### config.mk
export PLATFORM = sky130hd
export DESIGN_NAME = ppf_port
export DESIGN_NICKNAME = d
export VERILOG_FILES = /design/src/rtl/ppf_pkg.sv /design/src/rtl/ppf_port.sv
export SDC_FILE = /design/constraint.sdc
export NUM_CORES = 1
export LEC_CHECK = 0
export CORE_MARGIN = 4
export CORE_UTILIZATION = 42
export DETAILED_ROUTE_END_ITERATION = 10
export DONT_BUFFER_PORTS = 1
export GPL_TIMING_DRIVEN = 0
export SYNTH_ARGS = -nofsm -noshare
export SYNTH_HDL_FRONTEND = slang
export SYNTH_SLANG_ARGS = --single-unit
### constraint.sdc
create_clock -name clock -period 7.5 [get_ports clock]
set_input_delay 0 -clock clock [delete_from_list [all_inputs] [get_ports clock]]
set_output_delay 0 -clock clock [all_outputs]
set_load 0.005 [all_outputs]
### src/rtl/ppf_pkg.sv
package ppf_pkg;
  // ---------------------------------------------------------------
  // timing, clock is 25 MHz
  // ---------------------------------------------------------------
  localparam int unsigned CLK_HZ = 25000000;
  localparam int unsigned CUT_TIME_US = 59000;
  localparam int unsigned LIM_STEP_NS = 1700000;
  localparam int unsigned START_TIME_US = 60000;
  localparam int unsigned AVG_TIME_MS = 1000;
  localparam int unsigned CUT_CYCLES = CUT_TIME_US * (CLK_HZ / 1000000);
  localparam int unsigned LIM_STEP_CYCLES = LIM_STEP_NS / (1000000000 / CLK_HZ);
  localparam int unsigned START_CYCLES = START_TIME_US * (CLK_HZ / 1000000);
  localparam int unsigned AVG_CYCLES = AVG_TIME_MS * (CLK_HZ / 1000);
  localparam int unsigned DOWN_RATIO = 16;

  // ---------------------------------------------------------------
  // register map (word offsets as byte addresses)
  // ---------------------------------------------------------------
  localparam logic [7:0] REG_CTRL = 8'h00;
  localparam logic [7:0] REG_LIMIT = 8'h04;
  localparam logic [7:0] REG_POLICE = 8'h08;
  localparam logic [7:0] REG_CLASS = 8'h0c;
  localparam logic [7:0] REG_STATUS = 8'h10;
  localparam logic [7:0] REG_FAULT = 8'h14;
  localparam logic [7:0] REG_CAP = 8'h18;

  // ctrl fields
  localparam int CTRL_ON0 = 0;
  localparam int CTRL_ON1 = 1;
  localparam int CTRL_AUTO = 2;
  localparam int CTRL_DUAL = 3;
  localparam int CTRL_SCF = 4;
  localparam int CTRL_POLEN = 5;
  localparam int CTRL_LIMT_LSB = 8;

  // inrush limit codes and register reset values
  localparam logic [7:0] INRUSH_LOW_CODE = 8'h08;
  localparam logic [7:0] INRUSH_HIGH_CODE = 8'h80;
  localparam logic [7:0] LIMIT_RESET = 8'h80;
  localparam logic [8:0] POLICE_RESET = 9'h100;

  // strap power capability table read back in REG_CAP, 0.1 W units
  localparam logic [9:0] SS_PWR0 = 10'h190;
  localparam logic [9:0] SS_PWR1 = 10'h1fe;
  localparam logic [9:0] SS_PWR2 = 10'h26c;
  localparam logic [9:0] SS_PWR3 = 10'h2c9;
  localparam logic [9:0] DS_PWR0 = 10'h082;
  localparam logic [9:0] DS_PWR1 = 10'h0ff;
  localparam logic [9:0] DS_PWR3 = 10'h164;

  typedef enum logic [3:0] {
    PPF_OFF = 4'b0001,
    PPF_INRUSH = 4'b0010,
    PPF_ON = 4'b0100,
    PPF_FAULT = 4'b1000
  } ppf_chan_state_type;

  // channel current measurement from the sense front end
  typedef struct packed {
    logic [7:0] current;
    logic over_cut;
    logic over_lim;
  } ppf_sense_type;

  // classification result from the class engine
  typedef struct packed {
    logic valid;
    logic [2:0] events;
    logic [2:0] sig0;
    logic [2:0] sig1;
    logic [2:0] sig2;
    logic over_current;
  } ppf_class_type;

  typedef struct packed {
    logic [2:0] cyc;
    logic stb;
    logic we;
    logic [7:0] adr;
    logic [31:0] dat;
  } ppf_unused_type;
endpackage

### src/rtl/ppf_port.sv
// The Wishbone slave port and the address map were decided locally.
`timescale 1ns/1ps
`default_nettype none
module ppf_port #(
  parameter int unsigned START_COUNT = ppf_pkg::START_CYCLES,
  parameter int unsigned CUT_COUNT = ppf_pkg::CUT_CYCLES,
  parameter int unsigned LIM_STEP = ppf_pkg::LIM_STEP_CYCLES,
  parameter int unsigned AVG_COUNT = ppf_pkg::AVG_CYCLES
) (
  // clock and reset
  input wire logic clock,
  input wire logic reset_n,
  input wire logic clock_en,
  // straps
  input wire logic power_cap_strap_low,
  input wire logic power_cap_strap_high,
  // wishbone slave
  input wire logic wb_cyc_i,
  input wire logic wb_stb_i,
  input wire logic wb_we_i,
  input wire logic [7:0] wb_adr_i,
  input wire logic [3:0] wb_sel_i,
  input wire logic [31:0] wb_dat_i,
  output logic [31:0] wb_dat_o,
  output logic wb_ack_o,
  // analog front end
  input wire ppf_pkg::ppf_sense_type sense0,
  input wire ppf_pkg::ppf_sense_type sense1,
  input wire logic [7:0] port_power,
  input wire ppf_pkg::ppf_class_type class_result,
  input wire logic device_valid,
  // gate drive and limit codes
  output logic [1:0] gate_enable,
  output logic [7:0] port_current_limit_code
);
  import ppf_pkg::*;

  initial begin
    if (START_COUNT < 1 || START_COUNT > 32'h00ffffff || CUT_COUNT < 16 || CUT_COUNT > 32'h00ffffff ||
        LIM_STEP < 1 || LIM_STEP > 32'h000fffff || AVG_COUNT < 2 || AVG_COUNT > 32'h03ffffff) begin
      $error("ppf_port: parameter out of range");
    end
  end

  localparam logic [23:0] START_N = START_COUNT[23:0];
  localparam logic [27:0] CUT_N = 28'(CUT_COUNT * DOWN_RATIO);
  localparam logic [23:0] LIM_N = LIM_STEP[23:0];
  localparam logic [25:0] AVG_N = AVG_COUNT[25:0];

  // ---------------------------------------------------------------
  // state
  // ---------------------------------------------------------------
  typedef struct packed {
    logic [2:0] strap_sync0;
    logic [2:0] strap_sync1;
    logic [1:0] strap_fill;
    logic strap_taken;
    logic [1:0] cap;
    logic [1:0] cmd_on;
    logic auto_mode;
    logic dual;
    logic scf;
    logic pol_en;
    logic [3:0] lim_cfg;
    logic [7:0] oper_limit;
    logic [8:0] police;
    ppf_chan_state_type [1:0] st;
    logic [1:0][23:0] start_t;
    logic [1:0][27:0] cut_t;
    logic [1:0][23:0] lim_t;
    logic [1:0][3:0] lim_mult;
    logic [1:0] flt_start;
    logic [1:0] flt_cut;
    logic [1:0] flt_lim;
    logic class_bad;
    logic class_ok;
    logic cls_low;
    logic [25:0] avg_cnt;
    logic [35:0] avg_acc;
    logic [1:0] gate;
    logic [7:0] code;
    logic [31:0] rdata;
    logic ack;
  } ppf_state_type;

  ppf_state_type s;
  ppf_state_type next_s;

  // legal multi event sequence for the device configuration
  function automatic logic seq_legal(input logic dual, input ppf_class_type c);
    logic ok;
    ok = 1'b0;
    if (c.events == 3'd1) begin
      ok = 1'b1;
    end else if (c.sig0 != c.sig1) begin
      ok = 1'b0;
    end else if (dual) begin
      ok = (c.sig0 != 3'd0) && (c.sig0 <= 3'd4) && ((c.events < 3'd3) || (c.sig2 == 3'd0) ||
           (c.sig0 == 3'd4 && c.sig2 == 3'd3));
    end else begin
      ok = (c.events < 3'd3) || (c.sig0 == 3'd4 && (c.sig2 == 3'd4 || c.events >= 3'd4));
    end
    return ok;
  endfunction

  // max single signature power, 0.1 W units
  function automatic logic [9:0] cap_ss(input logic [1:0] c);
    case (c)
      2'b00: return SS_PWR0;
      2'b01: return SS_PWR1;
      2'b10: return SS_PWR2;
      default: return SS_PWR3;
    endcase
  endfunction

  function automatic logic [9:0] cap_ds(input logic [1:0] c);
    case (c)
      2'b00: return DS_PWR0;
      2'b11: return DS_PWR3;
      default: return DS_PWR1;
    endcase
  endfunction

  logic [31:0] rd_mux;
  logic [1:0] kill;
  logic [1:0] start_fail;
  logic low_inrush;
  logic [1:0] want;
  logic [35:0] avg_thresh;

  // ---------------------------------------------------------------
  // next state
  // ---------------------------------------------------------------
  always_comb begin
    next_s = s;
    kill = 2'b00;
    start_fail = 2'b00;
    rd_mux = 32'h0000_0000;
    // strap pins come from outside: three stages, taken when 2nd and 3rd agree
    next_s.strap_sync0 = {s.strap_sync0[1:0], power_cap_strap_low};
    next_s.strap_sync1 = {s.strap_sync1[1:0], power_cap_strap_high};
    // reset clears the stages, so wait for three real samples first
    if (s.strap_fill != 2'd3) begin
      next_s.strap_fill = s.strap_fill + 2'd1;
    end
    if (!s.strap_taken && s.strap_fill == 2'd3 && s.strap_sync0[2] == s.strap_sync0[1] &&
        s.strap_sync1[2] == s.strap_sync1[1]) begin
      next_s.cap = {s.strap_sync1[2], s.strap_sync0[2]};
      next_s.strap_taken = 1'b1;
    end
    // classification check, latched per result
    if (class_result.valid) begin
      next_s.class_bad = class_result.over_current || !seq_legal(s.dual, class_result);
      next_s.class_ok = !(class_result.over_current || !seq_legal(s.dual, class_result));
      // up to three events means an assigned class of 4 or less
      next_s.cls_low = class_result.events <= 3'd3;
    end
    // auto mode needs no command, only a good detection and class
    want = s.auto_mode ? {2{device_valid && s.class_ok}} : s.cmd_on;
    // 4P single signature class 0..4 uses low inrush; the class pulse is long gone here
    low_inrush = !s.dual && want == 2'b11 && s.class_ok && s.cls_low;
    // per channel sequencing
    for (int i = 0; i < 2; i++) begin
      ppf_sense_type se;
      se = (i == 0) ? sense0 : sense1;
      case (s.st[i])
        PPF_OFF: begin
          if (want[i]) begin
            next_s.st[i] = PPF_INRUSH;
            next_s.start_t[i] = 24'h00_0000;
          end
        end
        PPF_INRUSH: begin
          next_s.start_t[i] = s.start_t[i] + 24'h00_0001;
          if (s.start_t[i] == START_N - 24'h00_0001) begin
            if (se.over_lim) begin
              start_fail[i] = 1'b1;
            end else begin
              next_s.st[i] = PPF_ON;
              next_s.cut_t[i] = 28'h000_0000;
              next_s.lim_t[i] = 24'h00_0000;
              next_s.lim_mult[i] = 4'h0;
            end
          end
        end
        PPF_ON: begin
          // cut timer: up by 16 over threshold, down by 1 below
          if (se.over_cut || (s.lim_cfg == 4'h0 && se.over_lim)) begin
            next_s.cut_t[i] = s.cut_t[i] + 28'(DOWN_RATIO);
          end else if (s.cut_t[i] != 28'h000_0000) begin
            next_s.cut_t[i] = s.cut_t[i] - 28'h000_0001;
          end
          if (s.cut_t[i] >= CUT_N - 28'(DOWN_RATIO)) begin
            if (se.over_cut || (s.lim_cfg == 4'h0 && se.over_lim)) begin
              kill[i] = 1'b1;
              next_s.flt_cut[i] = 1'b1;
            end
          end
          // limit timer, steps of the 1.7 ms unit
          if (s.lim_cfg != 4'h0 && se.over_lim) begin
            if (s.lim_t[i] == LIM_N - 24'h00_0001) begin
              next_s.lim_t[i] = 24'h00_0000;
              next_s.lim_mult[i] = s.lim_mult[i] + 4'h1;
              if (s.lim_mult[i] + 4'h1 >= s.lim_cfg) begin
                kill[i] = 1'b1;
                next_s.flt_lim[i] = 1'b1;
              end
            end else begin
              next_s.lim_t[i] = s.lim_t[i] + 24'h00_0001;
            end
          end else begin
            next_s.lim_t[i] = 24'h00_0000;
            next_s.lim_mult[i] = 4'h0;
          end
        end
        PPF_FAULT: begin
          if (!want[i]) begin
            next_s.st[i] = PPF_OFF;
          end
        end
        default: next_s.st[i] = PPF_OFF;
      endcase
      if (!want[i] && s.st[i] != PPF_FAULT) begin
        next_s.st[i] = PPF_OFF;
      end
    end
    // failed inrush drops every channel in inrush
    if (start_fail != 2'b00) begin
      for (int i = 0; i < 2; i++) begin
        if (s.st[i] == PPF_INRUSH) begin
          next_s.st[i] = PPF_FAULT;
          next_s.flt_start[i] = 1'b1;
        end
      end
    end
    // one second fixed window of port power, cleared at the end of each window
    // power and threshold share 0.5 W units; the window sum includes this cycle
    avg_thresh = 36'(s.police) * 36'(AVG_COUNT);
    if (s.st[0] == PPF_ON || s.st[1] == PPF_ON) begin
      next_s.avg_acc = s.avg_acc + 36'(port_power);
      if (s.avg_cnt == AVG_N - 26'h000_0001) begin
        next_s.avg_cnt = 26'h000_0000;
        next_s.avg_acc = 36'h0_0000_0000;
        if (s.pol_en && s.avg_acc + 36'(port_power) > avg_thresh) begin
          kill = 2'b11;
          next_s.flt_cut = s.flt_cut | {s.st[1] == PPF_ON, s.st[0] == PPF_ON};
        end
      end else begin
        next_s.avg_cnt = s.avg_cnt + 26'h000_0001;
      end
    end else begin
      next_s.avg_cnt = 26'h000_0000;
      next_s.avg_acc = 36'h0_0000_0000;
    end
    // fault scope: single signature without option kills the port
    if (kill != 2'b00) begin
      for (int i = 0; i < 2; i++) begin
        if ((kill[i] || (!s.dual && !s.scf) || kill == 2'b11) && s.st[i] != PPF_OFF) begin
          next_s.st[i] = PPF_FAULT;
        end
      end
    end
    for (int i = 0; i < 2; i++) begin
      next_s.gate[i] = next_s.st[i] == PPF_INRUSH || next_s.st[i] == PPF_ON;
    end
    // inrush code until inrush done, then the programmed limit
    if (next_s.st[0] == PPF_INRUSH || next_s.st[1] == PPF_INRUSH) begin
      next_s.code = low_inrush ? INRUSH_LOW_CODE : INRUSH_HIGH_CODE;
    end else begin
      next_s.code = s.oper_limit;
    end
    // register bus
    case (wb_adr_i)
      REG_CTRL: rd_mux = {20'h0_0000, s.lim_cfg, 2'b00, s.pol_en, s.scf, s.dual, s.auto_mode, s.cmd_on};
      REG_LIMIT: rd_mux = {24'h00_0000, s.oper_limit};
      REG_POLICE: rd_mux = {23'h00_0000, s.police};
      REG_CLASS: rd_mux = {30'h0000_0000, s.class_ok, s.class_bad};
      REG_STATUS: rd_mux = {24'h00_0000, s.st[1], s.st[0]};
      REG_FAULT: rd_mux = {26'h000_0000, s.flt_lim, s.flt_cut, s.flt_start};
      REG_CAP: rd_mux = {10'h000, cap_ds(s.cap), cap_ss(s.cap), s.cap};
      default: rd_mux = 32'h0000_0000;
    endcase
    next_s.ack = wb_cyc_i && wb_stb_i && !s.ack;
    next_s.rdata = rd_mux;
    if (wb_cyc_i && wb_stb_i && !s.ack && wb_we_i) begin
      if (wb_adr_i == REG_CTRL && wb_sel_i[0]) begin
        next_s.cmd_on = wb_dat_i[CTRL_ON1:CTRL_ON0];
        next_s.auto_mode = wb_dat_i[CTRL_AUTO];
        next_s.dual = wb_dat_i[CTRL_DUAL];
        next_s.scf = wb_dat_i[CTRL_SCF];
        next_s.pol_en = wb_dat_i[CTRL_POLEN];
      end
      if (wb_adr_i == REG_CTRL && wb_sel_i[1]) begin
        next_s.lim_cfg = wb_dat_i[CTRL_LIMT_LSB +: 4];
      end
      if (wb_adr_i == REG_LIMIT && wb_sel_i[0]) begin
        next_s.oper_limit = wb_dat_i[7:0];
      end
      if (wb_adr_i == REG_POLICE && wb_sel_i[0]) begin
        next_s.police[7:0] = wb_dat_i[7:0];
      end
      if (wb_adr_i == REG_POLICE && wb_sel_i[1]) begin
        next_s.police[8] = wb_dat_i[8];
      end
      // write one to clear; a fault set this cycle wins
      if (wb_adr_i == REG_FAULT && wb_sel_i[0]) begin
        next_s.flt_start = next_s.flt_start & ~(wb_dat_i[1:0] & ~(s.flt_start ^ next_s.flt_start));
        next_s.flt_cut = next_s.flt_cut & ~(wb_dat_i[3:2] & ~(s.flt_cut ^ next_s.flt_cut));
        next_s.flt_lim = next_s.flt_lim & ~(wb_dat_i[5:4] & ~(s.flt_lim ^ next_s.flt_lim));
      end
    end
  end

  // ---------------------------------------------------------------
  // registers
  // ---------------------------------------------------------------
  always_ff @(posedge clock) begin
    if (!reset_n) begin
      s <= '0;
      s.st[0] <= PPF_OFF;
      s.st[1] <= PPF_OFF;
      s.oper_limit <= LIMIT_RESET;
      s.police <= POLICE_RESET;
    end else if (clock_en) begin
      s <= next_s;
    end
  end

  assign gate_enable = s.gate;
  assign port_current_limit_code = s.code;
  assign wb_dat_o = s.rdata;
  assign wb_ack_o = s.ack;
endmodule
`default_nettype wire

==> Word-level counts from Yosys, hierarchy flattened <==
Index checks and enable logic that the tools add are counted.
{ "op_classes": {"add_sub_neg": 13, "mul": 1, "order_cmp": 9, "n_eq_ne": 51, "mux": 108, "n_bitwise": 16, "reduce_logical": 83} }
{ "ops": {"columns": ["op", "count"], "rows": [
  ["two-way mux 24 bit", 10],
  ["two-way mux 28 bit", 8],
  ["case mux 24 bit (2 select lines)", 4],
  ["case mux 21 bit (7 select lines)", 1],
  ["case mux 28 bit (2 select lines)", 2],
  ["adder 24 x 1 -> 24 bit (second input constant)", 4],
  ["two-way mux 4 bit", 22],
  ["two-way mux 62 bit", 1],
  ["adder 28 x 5 -> 28 bit (second input constant)", 2],
  [">= comparator 28 x 25 -> 1 bit (second input constant)", 2],
  ["nonzero test 28 bit", 2],
  ["subtractor 28 x 1 -> 28 bit (second input constant)", 2],
  ["== test 24 x 16 -> 1 bit (second input constant)", 2],
  ["== test 24 x 21 -> 1 bit (second input constant)", 2],
  ["two-way mux 1 bit", 38],
  ["adder 36 x 8 -> 36 bit", 1],
  ["greater-than comparator 36 x 34 -> 1 bit", 1],
  ["two-way mux 36 bit", 1],
  ["two-way mux 8 bit", 4],
  ["case mux 4 bit (4 select lines)", 2],
  ["logical AND 1 bit", 30],
  ["case mux 10 bit (3 select lines)", 1],
  ["multiplier 9 x 19 -> 28 bit (second input constant)", 1],
  ["adder 26 x 1 -> 26 bit (second input constant)", 1],
  ["other kinds (48)", 137]
]} }
{ "word_totals": {"regBits": 320, "input_bits": 95, "out_inout_bits": 43, "elab_cells": 317} }

==> Longest topological paths before layout <==
{ "logic_depth": {"depth_word": 20, "ltp_mapped": 29, "depth_no_buf": 29} }

==> Least setup slack after synthesis <==
Ideal clock, no wire load.
{ "synth_timing": {"kind": "register -> register", "start": "reg s[288] (netlist bit)", "end": "reg s, in the netlist port_current_limit_code[7]", "setup_time_ns": 0.131, "t_arrival_ns": 6.782, "required_ns": 7.369, "setup_slack_ns": 0.587, "stages_incl_launch_ff": 29, "n_path_buf": 0, "period_less_slack_ns": 6.913, "cell_sequence": "dfxtp_1 fa_1 inv_1 fa_1 inv_1 fa_1 inv_1 fa_1 inv_1 ha_1 nor2_1 or4b_1 a221o_1 a211oi_1 o31ai_1 o21ai_1 nand2b_1 a21oi_1 xnor2_1 ha_1 nand4_1 nor2_1 nand4_1 or4_1 a32oi_2 o31ai_2 a211oi_4 or2_1 o211ai_1"} }
{ "synth_between": {"elab_chain_len": 14, "word_cells_on_any_way": 21, "classes_between": "mul: 1; order compare: 1; eq/ne: 3; mux: 7; reduce/logical: 9"} }
{ "synth_rtl": {"columns": ["item", "line", "rtl"], "rows": [
  ["from (decl)", "ppf_port.sv:86", "ppf_state_type s;"],
  ["from (signal assigned)", "ppf_port.sv:325", "s <= next_s;"],
  ["multiplier 9 x 19 -> 28 bit *", "ppf_port.sv:238", "avg_thresh = 36'(s.police) * 36'(AVG_COUNT);"],
  ["greater-than comparator 36 x 34 -> 1 bit *", "ppf_port.sv:244", "if (s.pol_en && s.avg_acc + 36'(port_power) > avg_thresh) begin"],
  ["logical AND 1 bit *", "ppf_port.sv:244", null],
  ["two-way mux 2 bit *", "ppf_port.sv:244", null],
  ["two-way mux 2 bit *", "ppf_port.sv:241", "if (s.avg_cnt == AVG_N - 26'h000_0001) begin"],
  ["two-way mux 2 bit *", "ppf_port.sv:239", "if (s.st[0] == PPF_ON || s.st[1] == PPF_ON) begin"],
  ["== test 2 bit or logical OR 1 bit (tied branches)", "ppf_port.sv:258", "if ((kill[i] || (!s.dual && !s.scf) || kill == 2'b11) && s.st[i] != PPF_OFF) begin"],
  ["logical OR 1 bit", "ppf_port.sv:258", null],
  ["logical AND 1 bit", "ppf_port.sv:258", null],
  ["two-way mux 4 bit", "ppf_port.sv:258", null],
  ["two-way mux 8 bit *", "ppf_port.sv:256", "if (kill != 2'b00) begin"],
  ["== test 4 x 2 -> 1 bit", "ppf_port.sv:267", "if (next_s.st[0] == PPF_INRUSH || next_s.st[1] == PPF_INRUSH) begin"],
  ["logical OR 1 bit *", "ppf_port.sv:267", null],
  ["two-way mux 8 bit *", "ppf_port.sv:267", null]
]} }
Mark *: on every way between the ends. The rest lies on a longest branch, timed or not.
A chain may end at the register's enable or synchronous reset.

==> Worst setup path after layout <==
{ "layout_timing": {"start": "reg s[282] (netlist bit)", "end": "reg s, in the netlist port_current_limit_code[7]"} }
Same word-level chain as after synthesis.

==> parameters.txt <==
Parameter                              Value

Outcome
  Run status    completed

Route
  Post-DR vias/cell    5.549
  Length of the first detailed-routing pass in iterations    5
  Drt total wl    56,580 um
  Detailed-route DRC error count    0
  Count of routing violations after the opening detailed-route iteration    1,420
  Wire length per cell after detailed routing    17.71 um
  Total number of vias    approximately 18,000
  Remaining number of nets flagged by the antenna check after routing    0

Setup path
  Critical path class    flip-flop to flip-flop
  Worst EP arrival    7.79 ns
  Flop2flop setup slack    ~0.13 ns
  Critical path required time    7.92 ns
  Type of element launching the critical path    flip-flop
  CP endpoint kind    flip-flop
  Crit-path max FO    8

Clocking
  Largest buffer count on any clock path    3
  CTS clock-pin slew for the worst setup and hold paths    ~0.060 ns
  Cts bufs inserted    36
  TritonCTS clock tree    built
  Htree depth    2
  CTS root buffer    clkbuf_16
  Sinks on Clock Net    304
  Worst-Skew Late Latency    between 0.5 and 0.6 ns

Global routing
  Total grt overflow    0
  Vias in the first global route    16,790
  Pin count of the biggest net entering global routing    14
  Overall fraction of global-route tracks in use    21.99%
  Number of antenna violations at the first check in global routing    6
  Global-route wire length before repair    90,340 um

Power and ir drop
  Pwr/cell area    163.5 nW/um^2
  Proportion of power drawn by combinational gates    4.3%
  Switching Power    0.8352 mW
  Part of the power in registers    43.8%
  Internal power    2.871 mW
  Leakage    8.881 nW
  Sw frac    between 20% and 30%
  Sum of internal, switching and leakage power    approximately 3.7 mW
  Share of total power in the clock network    51.9%
  Worst vdd ir    between 150 and 200 uV

Yosys
  Count of synthesis-stage warnings from yosys    0
  Synthesized area    19,680 sq um
  Instance count of the mapped netlist    ~2,400
  Fraction of synthesis flops using an asynchronous set or reset pin    0%
  Adder and majority cell fraction of the synthesized area    between 10 and 15%
  Dominant combinational cell family by area after synthesis    simple AND/OR/NAND/NOR gates
  Post-synthesis average cell area    between 8 and 9 sq um
  Number of flops mapped to enable cells by yosys    0
  Share of synthesized area spent on multiplexers    2.111%
  Post-Synth Simple-Gate Area    about a quarter
  Most instantiated flip-flop cell in the synthesis netlist    dfxtp_1
  Netlist cell types    88
  Post-synthesis compound-gate area fraction    12.72%
  Post-Synth XOR/XNOR Area    8.945%
  Flip-flop and latch count after synthesis    about 300
  Sequential area share after synthesis    30.92%

Timing
  Worst Skew    0.01642 ns
  Setup repair after global routing missed its margin    true
  Pin slew with the least headroom to its limit    1.437 ns
  Worst-case headroom to the max-slew limit    3.303%
  Final worst setup slack    about 0.13 ns
  Final count of pins violating max slew    0
  Shortest clock period the worst path allows after layout    7.372 ns
  Finish-stage setup viols    0
  Worst hold slack across all endpoints    0.03234 ns
  Endpoints failing hold    0
  Highest attainable clock frequency    0.1357 GHz
  Period utilisation layout    between 90 and 100%

Floorplan
  Site Rows    79
  Die width    between 200 and 250 um
  Die Footprint    50,380 sq um
  Initial standard-cell utilization of the core    42.36%
  Vertical die dimension    224.5 um
  Area of the core    approximately 46,000 sq um
  IO Pins    138

Cells and area
  Final Util    48.80%
  Layout area overhead    15.20%
  Post-route cell area    22,670 sq um
  Fill cell total of the finished layout    around 4,500
  Layout cells sized above 1    9.235%
  Number of antenna repair diodes    0
  Number of nets in the final layout    between 2,000 and 3,000

Placement
  Worst slack after detailed placement    -0.7046 ns
  Placed Area    20,480 sq um
  GP Congestion    between 0.8 and 0.9
  HPWL Detailed    41,980 um
  Buffers on Ports    0

Run
  Reported max-cap violation count    0

Hold path
  Worst min-delay path category    input pin to flip-flop
flip-flops by register name, indices dropped and copies added, names as in the netlist:
register and flops:
port_current_limit_code 8, wb_ack_o 1, gate_enable 2, next_s 4, s 273, wb_dat_o 16
final timing paths:
check | startpoint | endpoint | depth (start not counted)
setup / recovery | s[282] | port_current_limit_code[7] | 27
hold / removal | wb_sel_i[0] | s[303] | 4
setup reg to reg | s[282] | port_current_limit_code[7] | 27
hold reg to reg | s[311] | s[311] | 2
cell families after synthesis:
logic type / Yosys count
adder cells (fa/ha/maj): 170
AO/OA/AOI/OAI: 396
multiplexers: 36
buffers and inverters: 285
XOR/XNOR: 201
AND/OR/NAND/NOR: 1050
flip-flops: 304
other: 1
metrics by stage:
step / cells / TNS, ns
2_1_floorplan: 2453 / 0
3_3_place_gp: 3060 / -9.245
3_5_place_dp: 3060 / -10.79
4_1_cts: 3181 / 0
5_1_grt: 3195 / -1.801
6_report: 3195 / 0
metal layers:
layer	up-vias	track usage (%)	share of wire [%]
li1	8665	-	-
met1	8469	31.59	47
met2	493	33.84	44
met3	92	4.333	6.5
met4	10	6.146	2.5
met5	-	0	0.11
what timing repair did:
action,in CTS,in global routing
gates cloned,1,0
setup buffers,15,14
hold buffers,39,0
pin swaps,19,41
hold endpoints to repair,73,0
resized for setup,33,29
endpoints found under the setup margin,20,20
power by group through the flow:
stage / Combinational (mW) / Clock [mW] / Sequential (mW)
final: 0.159 / 1.92 / 1.62
after global routing: 0.172 / 2.04 / 1.62
after CTS: 0.156 / 1.97 / 1.62
after detailed placement: 0.135 / 0 / 1.66
after global placement: 0.133 / 0 / 1.66
after floorplan: 0.0916 / 0 / 1.66
cell usage after synthesis (34+ instances only):
| cell type | count | area (sq um) |
|---|---|---|
| nor2_1 | 363 | 1363 |
| dfxtp_1 | 304 | 6086 |
| nand2_1 | 222 | 833.3 |
| inv_1 | 147 | 551.8 |
| a21oi_1 | 139 | 695.7 |
| xor2_1 | 123 | 1077 |
| ha_1 | 121 | 1514 |
| nand3_1 | 107 | 535.5 |
| o21ai_0 | 83 | 415.4 |
| xnor2_1 | 78 | 683.2 |
| clkbuf_1 | 76 | 285.3 |
| nor3_1 | 64 | 320.3 |
| nand4_1 | 57 | 356.6 |
| and3_1 | 52 | 325.3 |
| fa_1 | 49 | 980.9 |
| buf_4 | 42 | 315.3 |
| or3_1 | 34 | 212.7 |
final cells by class:
class / count / area (sq um) / area share [%]
buffer: 136 / 684.4 / 3.019
multi-input combinational: 1864 / 12590 / 55.53
timing repair buffer: 69 / 663.1 / 2.925
sequential: 304 / 6112 / 26.96
tap: 607 / 759.5 / 3.350
clock buffer: 51 / 1069 / 4.713
inverter: 149 / 559.3 / 2.467
clock inverter: 15 / 235.2 / 1.038
placed cells by master, fill, tap and decap left out, drive strengths merged, types with 13 or more instances in the layout:
master	n
a211oi	13
a21oi	144
a22oi	28
a31oi	17
and3	52
buf	90
clkbuf	127
dfxtp	304
dlygate4sd3	39
fa	49
ha	121
inv	149
mux2i	28
nand2	222
nand2b	15
nand3	107
nand4	58
nor2	365
nor3	70
nor4	29
nor4b	17
o21ai	93
or3	34
xnor2	78
xor2	123
critical path, stage by stage (launching register included):
cell and delay, ns:
dfxtp_4 0.44, fa_2 0.50, ha_1 0.35, ha_1 0.33, fa_1 0.54, fa_2 0.45
a211oi_1 0.25, nor2_1 0.09, or4b_4 0.49, a221o_1 0.35, a211oi_2 0.28, o31ai_2 0.13
o21ai_1 0.18, nand2b_1 0.09, a21oi_2 0.17, xnor2_2 0.10, ha_1 0.30, nand4_1 0.11
nor2_2 0.13, nand4_1 0.20, or4_4 0.50, a32oi_4 0.36, o31ai_4 0.13, a211oi_4 0.27
buf_4 0.17, buf_12 0.10, or2_1 0.12, o211ai_1 0.10
No activity file was read; power rests on OpenSTA's default activity.
